<file path="src/hdl/ps2_host_consts.vh">
// Constants for the PS/2 host port controller
`ifndef PS2_HOST_CONSTS_VH
`define PS2_HOST_CONSTS_VH

`define CLK_MHZ 18'h0000A

// Register offsets (byte addresses, one word each)
`define OFF_CTRL 8'h00
`define OFF_STATUS 8'h04
`define OFF_RXDATA 8'h08
`define OFF_TXDATA 8'h0C
`define OFF_LEDS 8'h10
`define OFF_RATE 8'h14
`define OFF_KEY 8'h18
`define OFF_MOUSE 8'h1C

// Control fields and reset value
`define CTRL_MOUSE 0
`define CTRL_INHIBIT 1
`define CTRL_RST 2'h0

// Status fields
`define ST_RX_NEW 0
`define ST_RX_ERR 1
`define ST_TX_BUSY 2
`define ST_TX_NOACK 3
`define ST_KEY_NEW 4
`define ST_MOUSE_NEW 5
`define ST_ACK 6
`define ST_ECHO 7
`define ST_RST 8'h00

// Mouse status byte fields
`define MS_LEFT 0
`define MS_RIGHT 1
`define MS_XSIGN 4
`define MS_YSIGN 5
`define MS_XOVF 6
`define MS_YOVF 7

// Link bytes
`define CODE_EXT 8'hE0
`define CODE_BREAK 8'hF0
`define CODE_ACK 8'hFA
`define CODE_LEDS 8'hED
`define CODE_ECHO 8'hEE
`define CODE_RATE 8'hF3
`define CODE_RESEND 8'hFE

// Timing
`define HOLD_US 18'h00064
`define HOLD_CYC (`HOLD_US * `CLK_MHZ)
`define RX_GAP_US 18'h000C8
`define RX_GAP_CYC (`RX_GAP_US * `CLK_MHZ)
`define TX_WAIT_US 18'h03A98
`define TX_WAIT_CYC (`TX_WAIT_US * `CLK_MHZ)

`endif

</file>
<file path="src/hdl/ps2_host_port.v">
// PS/2 host port: receiver, transmitter, decoders and APB registers
`timescale 1ns/10ps
`default_nettype none
`include "ps2_host_consts.vh"

module ps2_host_port #(
  parameter TX_WAIT_CYCLES = `TX_WAIT_CYC
) (
  input wire pclk,
  input wire presetn,
  input wire psel,
  input wire penable,
  input wire pwrite,
  input wire [7:0] paddr,
  input wire [31:0] pwdata,
  output reg [31:0] prdata,
  output wire pready,
  output wire pslverr,
  input wire ps2_clk_in,
  output wire ps2_clk_out,
  output wire ps2_clk_oe,
  input wire ps2_data_in,
  output wire ps2_data_out,
  output wire ps2_data_oe
);

  localparam [17:0] HOLD_CYC = `HOLD_CYC;
  localparam [17:0] RX_GAP_CYC = `RX_GAP_CYC;
  localparam [17:0] TX_WAIT = TX_WAIT_CYCLES;

  localparam [2:0] T_IDLE = 3'h0;
  localparam [2:0] T_HOLD = 3'h1;
  localparam [2:0] T_START = 3'h2;
  localparam [2:0] T_BITS = 3'h3;
  localparam [2:0] T_ACK = 3'h4;
  localparam [2:0] T_END = 3'h5;

  reg [1:0] ctrl;
  reg [7:0] status;
  reg [7:0] rx_data;
  reg [7:0] tx_last;
  reg [2:0] leds;
  reg [7:0] rate;
  reg [9:0] key;
  reg [21:0] mouse;

  reg clk_s1, clk_s2, clk_s3;
  reg dat_s1, dat_s2;
  wire clk_fall;

  reg [3:0] rx_cnt;
  reg [10:0] rx_shift;
  reg [17:0] rx_gap;
  reg rx_ok;
  reg rx_bad;

  reg [2:0] tx_state;
  reg [3:0] tx_cnt;
  reg [8:0] tx_frame;
  reg tx_low;
  reg [17:0] tx_timer;
  reg tx_fail;
  reg tx_go;
  reg [7:0] tx_byte;

  reg pend;
  reg [7:0] pend_byte;
  reg ext_pend;
  reg brk_pend;
  reg [1:0] m_idx;
  reg [7:0] m_stat;
  reg [7:0] m_x;
  reg key_set;
  reg mouse_set;

  wire inhibit;
  wire tx_busy;
  wire addr_hit;
  wire wr;
  wire [7:0] st_clr;
  wire [7:0] st_set;
  reg [31:0] rd_mux;

  assign inhibit = ctrl[`CTRL_INHIBIT];
  assign tx_busy = (tx_state != T_IDLE);

  // Lines are only ever pulled low; released means high
  assign ps2_clk_out = 1'b0;
  assign ps2_data_out = 1'b0;
  // Clock held low for inhibit or a send request
  assign ps2_clk_oe = inhibit | (tx_state == T_HOLD) |
                      (tx_state == T_START);
  assign ps2_data_oe = tx_low;

  // Two-stage synchronisers, edge found on the synchronised copy
  always @(posedge pclk or negedge presetn) begin
    if (!presetn) begin
      clk_s1 <= 1'b1;
      clk_s2 <= 1'b1;
      clk_s3 <= 1'b1;
      dat_s1 <= 1'b1;
      dat_s2 <= 1'b1;
    end else begin
      clk_s1 <= ps2_clk_in;
      clk_s2 <= clk_s1;
      clk_s3 <= clk_s2;
      dat_s1 <= ps2_data_in;
      dat_s2 <= dat_s1;
    end
  end

  assign clk_fall = clk_s3 & ~clk_s2;

  // Receiver: shift on each falling edge, rate set by the peripheral
  always @(posedge pclk or negedge presetn) begin
    if (!presetn) begin
      rx_cnt <= 4'h0;
      rx_shift <= 11'h000;
      rx_gap <= 18'h00000;
      rx_ok <= 1'b0;
      rx_bad <= 1'b0;
      rx_data <= 8'h00;
    end else begin
      rx_ok <= 1'b0;
      rx_bad <= 1'b0;
      if (tx_busy || inhibit) begin
        rx_cnt <= 4'h0;
        rx_gap <= 18'h00000;
      end else if (clk_fall) begin
        rx_gap <= 18'h00000;
        rx_shift <= {dat_s2, rx_shift[10:1]};
        if (rx_cnt == 4'hA) begin
          rx_cnt <= 4'h0;
          // Frame: [0] start, [8:1] data, [9] parity, [10] stop
          if (!rx_shift[1] && dat_s2 && (^rx_shift[10:2])) begin
            rx_ok <= 1'b1;
            rx_data <= rx_shift[9:2];
          end else begin
            rx_bad <= 1'b1;
          end
        end else begin
          rx_cnt <= rx_cnt + 4'h1;
        end
      end else if (rx_cnt != 4'h0) begin
        // A stalled frame is dropped so the next one aligns
        if (rx_gap == RX_GAP_CYC) begin
          rx_cnt <= 4'h0;
          rx_gap <= 18'h00000;
          rx_bad <= 1'b1;
        end else begin
          rx_gap <= rx_gap + 18'h00001;
        end
      end
    end
  end

  // Transmitter: hold clock, start bit, data on falling edges, ack
  always @(posedge pclk or negedge presetn) begin
    if (!presetn) begin
      tx_state <= T_IDLE;
      tx_cnt <= 4'h0;
      tx_frame <= 9'h000;
      tx_low <= 1'b0;
      tx_timer <= 18'h00000;
      tx_fail <= 1'b0;
      tx_last <= 8'h00;
    end else begin
      tx_fail <= 1'b0;
      case (tx_state)
        T_IDLE: begin
          tx_low <= 1'b0;
          if (tx_go) begin
            tx_frame <= {~(^tx_byte), tx_byte};
            tx_last <= tx_byte;
            tx_timer <= 18'h00000;
            tx_state <= T_HOLD;
          end
        end
        T_HOLD: begin
          if (tx_timer == HOLD_CYC) begin
            tx_low <= 1'b1;
            tx_state <= T_START;
          end else begin
            tx_timer <= tx_timer + 18'h00001;
          end
        end
        T_START: begin
          tx_cnt <= 4'h0;
          tx_timer <= 18'h00000;
          tx_state <= T_BITS;
        end
        T_BITS: begin
          if (clk_fall) begin
            tx_timer <= 18'h00000;
            if (tx_cnt == 4'h9) begin
              tx_low <= 1'b0;
              tx_state <= T_ACK;
            end else begin
              tx_low <= ~tx_frame[tx_cnt];
              tx_cnt <= tx_cnt + 4'h1;
            end
          end else if (tx_timer == TX_WAIT) begin
            tx_low <= 1'b0;
            tx_fail <= 1'b1;
            tx_state <= T_IDLE;
          end else begin
            tx_timer <= tx_timer + 18'h00001;
          end
        end
        T_ACK: begin
          if (clk_fall) begin
            tx_fail <= dat_s2;
            tx_state <= T_END;
          end else if (tx_timer == TX_WAIT) begin
            tx_fail <= 1'b1;
            tx_state <= T_IDLE;
          end else begin
            tx_timer <= tx_timer + 18'h00001;
          end
        end
        T_END: begin
          if (clk_s2 && dat_s2) begin
            tx_state <= T_IDLE;
          end
        end
        default: begin
          tx_low <= 1'b0;
          tx_state <= T_IDLE;
        end
      endcase
    end
  end

  // Decoders and the two-byte command sequencer
  always @(posedge pclk or negedge presetn) begin
    if (!presetn) begin
      pend <= 1'b0;
      pend_byte <= 8'h00;
      tx_go <= 1'b0;
      tx_byte <= 8'h00;
      ext_pend <= 1'b0;
      brk_pend <= 1'b0;
      key <= 10'h000;
      key_set <= 1'b0;
      m_idx <= 2'h0;
      m_stat <= 8'h00;
      m_x <= 8'h00;
      mouse <= 22'h000000;
      mouse_set <= 1'b0;
    end else begin
      key_set <= 1'b0;
      mouse_set <= 1'b0;
      if (tx_busy) begin
        tx_go <= 1'b0;
      end
      if (wr && !tx_busy && !tx_go && !pend) begin
        if (paddr == `OFF_TXDATA) begin
          // Echo, resend and reset go out as plain bytes
          tx_go <= 1'b1;
          tx_byte <= pwdata[7:0];
        end else if (paddr == `OFF_LEDS) begin
          tx_go <= 1'b1;
          tx_byte <= `CODE_LEDS;
          pend <= 1'b1;
          pend_byte <= {5'h00, pwdata[2:0]};
        end else if (paddr == `OFF_RATE) begin
          tx_go <= 1'b1;
          tx_byte <= `CODE_RATE;
          pend <= 1'b1;
          pend_byte <= pwdata[7:0];
        end
      end
      if (rx_ok && pend && !tx_busy && !tx_go) begin
        pend <= 1'b0;
        if (rx_data == `CODE_ACK) begin
          tx_go <= 1'b1;
          tx_byte <= pend_byte;
        end
      end
      if (tx_fail) begin
        pend <= 1'b0;
      end
      if (rx_bad) begin
        m_idx <= 2'h0;
      end else if (rx_ok && ctrl[`CTRL_MOUSE]) begin
        case (m_idx)
          2'h0: begin
            m_stat <= rx_data;
            m_idx <= 2'h1;
          end
          2'h1: begin
            m_x <= rx_data;
            m_idx <= 2'h2;
          end
          default: begin
            m_idx <= 2'h0;
            mouse_set <= 1'b1;
            mouse[8:0] <= {m_stat[`MS_XSIGN], m_x};
            mouse[17:9] <= {m_stat[`MS_YSIGN], rx_data};
            mouse[18] <= m_stat[`MS_LEFT];
            mouse[19] <= m_stat[`MS_RIGHT];
            mouse[20] <= m_stat[`MS_XOVF];
            mouse[21] <= m_stat[`MS_YOVF];
          end
        endcase
      end else if (rx_ok) begin
        if (rx_data == `CODE_EXT) begin
          ext_pend <= 1'b1;
        end else if (rx_data == `CODE_BREAK) begin
          brk_pend <= 1'b1;
        end else if (rx_data != `CODE_ACK && rx_data != `CODE_ECHO &&
                     rx_data != `CODE_RESEND) begin
          // Held keys repeat as fresh make codes
          key <= {ext_pend, brk_pend, rx_data};
          key_set <= 1'b1;
          ext_pend <= 1'b0;
          brk_pend <= 1'b0;
        end
      end
    end
  end

  // APB slave: zero wait states, read data captured at setup
  assign addr_hit = (paddr[1:0] == 2'h0) && (paddr[7:5] == 3'h0);
  assign pready = 1'b1;
  assign pslverr = psel & penable & ~addr_hit;
  assign wr = psel & penable & pwrite & addr_hit;

  assign st_clr = (wr && paddr == `OFF_STATUS) ? pwdata[7:0] : 8'h00;
  assign st_set = {rx_ok && rx_data == `CODE_ECHO,
                   rx_ok && rx_data == `CODE_ACK,
                   mouse_set, key_set, tx_fail, 1'b0, rx_bad, rx_ok};

  always @(posedge pclk or negedge presetn) begin
    if (!presetn) begin
      ctrl <= `CTRL_RST;
      status <= `ST_RST;
      leds <= 3'h0;
      rate <= 8'h00;
    end else begin
      // An event in the clearing cycle survives the clear
      status <= (status & ~st_clr) | st_set;
      status[`ST_TX_BUSY] <= tx_busy | tx_go | pend;
      if (wr && paddr == `OFF_CTRL) begin
        ctrl <= pwdata[1:0];
      end
      if (wr && paddr == `OFF_LEDS && !tx_busy && !tx_go && !pend) begin
        leds <= pwdata[2:0];
      end
      if (wr && paddr == `OFF_RATE && !tx_busy && !tx_go && !pend) begin
        rate <= pwdata[7:0];
      end
    end
  end

  always @* begin
    rd_mux = 32'h00000000;
    case (paddr)
      `OFF_CTRL: rd_mux = {30'h00000000, ctrl};
      `OFF_STATUS: rd_mux = {24'h000000, status};
      `OFF_RXDATA: rd_mux = {24'h000000, rx_data};
      `OFF_TXDATA: rd_mux = {24'h000000, tx_last};
      `OFF_LEDS: rd_mux = {29'h00000000, leds};
      `OFF_RATE: rd_mux = {24'h000000, rate};
      `OFF_KEY: rd_mux = {22'h000000, key};
      `OFF_MOUSE: rd_mux = {10'h000, mouse};
      default: rd_mux = 32'h00000000;
    endcase
  end

  always @(posedge pclk or negedge presetn) begin
    if (!presetn) begin
      prdata <= 32'h00000000;
    end else if (psel && !penable && !pwrite) begin
      prdata <= rd_mux;
    end
  end

endmodule // ps2_host_port
`default_nettype wire

</file>
<file path="config.mk">
export PLATFORM = sky130hd
export DESIGN_NAME = ps2_host_port
export DESIGN_NICKNAME = d
export VERILOG_FILES = /design/src/hdl/ps2_host_port.v
export VERILOG_INCLUDE_DIRS = /design/src /design/src/hdl
export SDC_FILE = /design/constraint.sdc
export NUM_CORES = 1
export LEC_CHECK = 0
export BUFFER_PORTS_ARGS = -buffer_cell sky130_fd_sc_hd__buf_2
export CAP_MARGIN = 10
export CORE_UTILIZATION = 25
export CTS_BUF_LIST = sky130_fd_sc_hd__clkbuf_16
export DETAILED_ROUTE_END_ITERATION = 6
export SETUP_SLACK_MARGIN = 0.1
export SYNTH_ARGS = -nofsm -noshare
export SYNTH_HDL_FRONTEND = slang
export SYNTH_SLANG_ARGS = --single-unit
</file>
<file path="constraint.sdc">
create_clock -name pclk -period 2 [get_ports pclk]
set_input_delay 0.2 -clock pclk [delete_from_list [all_inputs] [get_ports pclk]]
set_output_delay 0.2 -clock pclk [all_outputs]
set_load 0.01 [all_outputs]
</file>
==> results of run 1 <==
==> cell usage after synthesis, drive strengths merged, types with 3 or more instances <==
cell and n:
dfstp 5, inv 14, and3 7, nand2b 13, a22o 4, mux2i 6
o221a 4, ha 9, clkbuf 26, o31ai 6, nor2b 12, nand2 87
and4b 4, nor3b 10, mux2 93, nor4b 3, a21oi 32, buf 25
nor3 13, nor4 11, o41ai 3, nand3 40, xor2 9, xnor2 21
dfrtp 191, or3 8, a221oi 3, o22ai 9, o21ai 61, a31oi 11
or2 3, nor2 83, a22oi 11, a21o 9, nand4 10, mux4 3
==> worst max-delay path: stages (launching register included) <==
cell,delay (ns)
dfrtp_1,0.38
inv_1,0.06
ha_2,0.16
nor3b_4,0.20
nand3_2,0.12
or4_4,0.57
o211ai_4,0.23
buf_6,0.14
o21ai_2,0.04
a21o_1,0.15
==> state kept, by name, indices dropped and copies added, names as in the netlist, 10 cells and up <==
signal,flops
rx_gap,18
tx_timer,18
key,10
prdata,22
rx_shift,10
mouse,22
==> final cells by class <==
cell class	count	area, um^2	area share, %
clock inverter	15	218	1.71
clock buffer	17	425	3.34
inverter	14	52.6	0.412
timing repair buffer	193	1540	12.1
sequential	196	4910	38.5
multi-input combinational	638	4960	38.9
tap	504	631	4.95
==> path summary, 6_finish.rpt <==
check / from / endpoint / slack, ns / depth (start not counted)
setup / recovery: rx_gap[1] / rx_cnt[2] / -0.16 / 9
hold / removal: pwdata[6] / pend_byte[6] / 0.04 / 3
setup reg to reg: rx_gap[1] / rx_cnt[2] / -0.16 / 9
hold reg to reg: clk_s1 / clk_s2 / 0.37 / 0
max in group asynchronous: presetn / ext_pend / 0.94 / 3
min in group asynchronous: presetn / tx_timer[10] / 0.32 / 2
==> what timing repair did <==
| action | in CTS | in global routing |
|---|---|---|
| gates cloned | 4 | 3 |
| hold buffers | 3 | 0 |
| resized for setup | 89 | 116 |
| pin swaps | 28 | 43 |
| endpoints found under the setup margin | 78 | 92 |
| hold endpoints to repair | 61 | 0 |
| buffers inserted | 12 | 16 |
==> per-layer routing <==
metal | vias to the layer above | GRT usage, %
met2 | 145 | 20.8
li1 | 3507 | -
met5 | - | 0
met1 | 3801 | 17.6
met3 | 31 | 1.34
met4 | 0 | 4.46
==> kinds of logic (layout without fill, tap and decap cells) <==
logic type,after synthesis,count (layout),share of synthesized area (%)
AND/OR/NAND/NOR,312,313,16.6
multiplexers,102,102,12.5
AO/OA/AOI/OAI,171,171,11.5
other,2,13,0.0796
flip-flops,196,196,52.1
XOR/XNOR,30,30,2.79
adder cells (fa/ha/maj),9,9,1.19
buffers and inverters,65,239,3.37
==> power groups by stage <==
stage               clock network [W]  registers (W)  logic [W]
detailed placement                  0        0.00452    0.00305
global route                  0.00394        0.00449    0.00447
CTS                           0.00379        0.00445    0.00347
finish                        0.00370        0.00445    0.00414
floorplan                           0        0.00450    0.00189
global placement                    0        0.00452    0.00300
==> per-stage QoR <==
stage               TNS [ns]  util, %
global placement       -1.20     29.9
global route           -6.37     34.6
CTS                    -1.74     32.9
floorplan                  0        -
finish                 -2.77     34.6
detailed placement     -1.86     29.9
==> impl_metrics.toml, run 1 <==
[power]
p_int_w = 0.00796
ir_drop_v = 0.000714
p_per_area_mw_per_mm2 = 964
p_seq_share_pct = 36.2
total_power_w = 0.0123
switchingPower_w = 0.00433
p_sw_share_pct = 35.2
leakage_nw = 5.86
p_comb_share_pct = 33.7
power.share.clock_pct = 30.1

[setup_path]
worstSetupStartpointType = "flip-flop"
worstPathArrival_ns = 2.48
cp.required_ns = 2.33
cp_max_fo = 3
path_class = "reg -> reg"
crit_path_end_kind = "flip-flop"

[sta]
max_clock_freq_ghz = 0.464
period_needed_ns = 2.16
finalWorstSetupSlack_ns = -0.156
rsz0062_at_grt = "yes"
clock_skew_ns = 0.0203
final-setup-viol-count = 32
drv_slew = 0
worst_pin_slew_ns = 0.594
period_share_pct = 108
hold_violations = 0
timing.hold.ws_ns = 0.0419
slew_headroom_pct = 60.4

[route]
routed-wl-met3_um = 744
num_vias = 7484
highest_layer = "met4"
drtPass1Iterations = 5
drt_iter0_markers = 495
ant_nets = 0
drc = 0
drt-vias-per-instance = 4.75
dr_wl_met2_mm = 12.1
m1WireLength_mm = 11.4
wirelength_mm = 24.7
routedWlPerCell_um = 15.6

[cells_and_area]
drive_above_1_share_pct = 41.1
nets = 1116
num-fill-cells = 3606
final_common_cell = "dfrtp_1"
syn2layout_area_growth_pct = 35.1
diodes = 0
fin_cells = 1577
final_cell_mix = "190 x dfrtp_1, 116 x buf_4, 77 x nor2_1"
fin_area_mm2 = 0.0127

[clock_network]
clock_sinks = 196
clkTransAtPathRegs_ns = 0.09
cts_made_buffers = 17
cts_tree = "built"
clkLatencyLatePin_ns = 0.45
htree_num_levels = 4
clockBufferDepth = 2
root_buffer = "clkbuf_16"

[logic_synthesis]
yosys.area.top_type = "dfrtp_1"
syn_area_per_cell_um2 = 10.6
async_flop_share_pct = 100
ys_ff_latch = 196
syn_area_mm2 = 0.00943
synth_edf_count = 0
synthFlopType = "dfrtp_1"
ys_seq_area_share_pct = 52.1
yosys.area.top_type_share_pct = 50.7
ys_warn_count = 0
synth_cell_types = 68
syn_inst = 887
ys_top_cells_by_area = "dfrtp_1 51%, mux2_2 11%, nand2_1 3.4%, nor2_1 3.3%, o21ai_0 2.8%"

[floorplan]
pin_count = 85
die_y_um = 196
start_util_pct = 25.6
die_area_mm2 = 0.0385
core_mm2 = 0.0369
rows = 70
die_w_um = 196

[grt]
grt_antenna_before_repair = 0
grt_max_degree = 66
grt_pass1_wl_mm = 39.5
grtUsageTotal_pct = 12.8
grt_overflow_total = 0
grt_pass1_vias = 7497

[placed_design]
pre_cts_ws_ns = -0.0882
placed_area_mm2 = 0.0110
io_buffers = 47
hpwl_mm = 16.6
place_inst = 1507
gp_congestion = 0.846

[status]
violations = "setup timing"
status = "complete, but fails checks"

[flow_run]
cap_violations = 0

[min_path]
hold_class = "in -> reg"
Power figures use the tool's default switching activity.
==> run 2, diff against run 1 <==
--- a/config.mk
+++ b/config.mk
@@ -12,6 +12,7 @@
 export CTS_BUF_LIST = sky130_fd_sc_hd__clkbuf_16
 export DETAILED_ROUTE_END_ITERATION = 6
 export SETUP_SLACK_MARGIN = 0.1
+export SKIP_CTS_REPAIR_TIMING = 1
 export SYNTH_ARGS = -nofsm -noshare
 export SYNTH_HDL_FRONTEND = slang
 export SYNTH_SLANG_ARGS = --single-unit
==> run 2 against run 1 <==
The run still ends with setup timing left. Routed wire length shrank 4.4%. Count of clock-buffer cells in the layout did not move. Global-route usage down 0.41 points. Cell count down 1.1%. Die area unchanged. Largest power group unchanged. Final area shrank 4.2%.
==> impl_metrics.toml, run 2 (synthesis gave the netlist of run 1 again) <==
[placed_design]
io_buffers = 47
gp_congestion = 0.846
hpwl_mm = 16.6
place_inst = 1507

[route]
routedWlPerCell_um = 15.1
drt-vias-per-instance = 4.71
drt_iter0_markers = 426
drc = 0
ant_nets = 0
wirelength_mm = 23.6
drtPass1Iterations = 4
num_vias = 7346

[clock_network]
cts_tree = "built"
clock_sinks = 196
clkTransAtPathRegs_ns = 0.09
clkLatencyLatePin_ns = 0.45
clockBufferDepth = 2
cts_made_buffers = 17
htree_num_levels = 4
root_buffer = "clkbuf_16"

[cells_and_area]
final_cell_mix = "190 x dfrtp_1, 111 x buf_4, 91 x mux2_2"
reg.largest.list = "mouse (22), prdata (22)"
diodes = 0
drive_above_1_share_pct = 36.3
final_common_cell = "dfrtp_1"
fin_util_pct = 33.1
num-fill-cells = 3654
nets = 1099
fin_cells = 1560
syn2layout_area_growth_pct = 29.4

[flow_run]
cap_violations = 0

[sta]
drv_slew = 0
slew_headroom_pct = 60.4
worst_pin_slew_ns = 0.595
clock_skew_ns = 0.0198
final-setup-viol-count = 41
period_needed_ns = 2.15
timing.hold.ws_ns = 0.0559
finalWorstSetupSlack_ns = -0.152
rsz0062_at_grt = "yes"
max_clock_freq_ghz = 0.465
hold_violations = 0
period_share_pct = 108

[min_path]
hold_class = "in -> reg"
min_path_cells = 3

[power]
p_per_area_mw_per_mm2 = 955
ir_drop_v = 0.000727
total_power_w = 0.0117
leakage_nw = 5.65

[floorplan]
pin_count = 85
start_util_pct = 25.6
core_mm2 = 0.0369
rows = 70
die_w_um = 196
die_y_um = 196
die_area_mm2 = 0.0385

[grt]
grt_max_degree = 66
grt_overflow_total = 0
grtUsageTotal_pct = 12.4
grt_antenna_before_repair = 0
grt_pass1_vias = 7263
grt_pass1_wl_mm = 38.2

[setup_path]
cp.required_ns = 2.35
reg2reg_depth = 7
crit_path_end_kind = "flip-flop"
cp_max_fo = 7
worstPathArrival_ns = 2.50
path_class = "reg -> reg"
worstSetupStartpointType = "flip-flop"

[status]
violations = "setup timing"
status = "complete, but fails checks"
## run 2: through the flow
step                      cell area (um^2)  setup slack [ns]  setup TNS [ns]
after floorplan                       9530            0.0138               0
after global placement               11000           -0.0755           -1.20
after detailed placement             11000           -0.0882           -1.86
after CTS                            11700            -0.184           -3.47
after global routing                 12200            -0.221           -7.11
final                                12200            -0.152           -2.46
## run 2: metal layers
metal | track usage [%] | vias up | routed length [um]
met4 | 4.46 | 0 | 426
met5 | 0 | - | 0
met2 | 19.8 | 122 | 11300
met3 | 1.39 | 26 | 634
met1 | 17.1 | 3731 | 11200
li1 | - | 3467 | -
## run 2: critical path, stage by stage (launching register included)
cell,delay (ns)
dfrtp_1,0.39
or4_4,0.58
nor4_4,0.32
a31o_4,0.25
o21bai_1,0.12
buf_4,0.16
nor2_1,0.05
o31ai_1,0.18
## run 2: worst paths after layout
path / from / to / slack, ns
max in group asynchronous: presetn / ext_pend / 0.94
max reg2reg: tx_timer[12] / tx_timer[4] / -0.15
min reg2reg: clk_s1 / clk_s2 / 0.37
min in group asynchronous: presetn / tx_timer[10] / 0.31
max: tx_timer[12] / tx_timer[4] / -0.15
min: pwdata[6] / pend_byte[6] / 0.06
## run 2: area by class of cell
class / instances / area [um^2] / share of cell area [%]
Clock buffer: 17 / 425 / 3.48
Clock inverter: 15 / 218 / 1.78
Inverter: 14 / 52.6 / 0.430
Multi-Input combinational cell: 638 / 4620 / 37.8
Sequential cell: 196 / 4910 / 40.2
Tap cell: 504 / 631 / 5.17
Timing Repair Buffer: 176 / 1350 / 11.1
## run 2: report_power, final
group | internal, W | total (W) | switching [W]
logic | 0.00165 | 0.00351 | 0.00187
registers | 0.00420 | 0.00445 | 0.000242
clock network | 0.00179 | 0.00370 | 0.00191
total | 0.00764 | 0.0117 | 0.00402
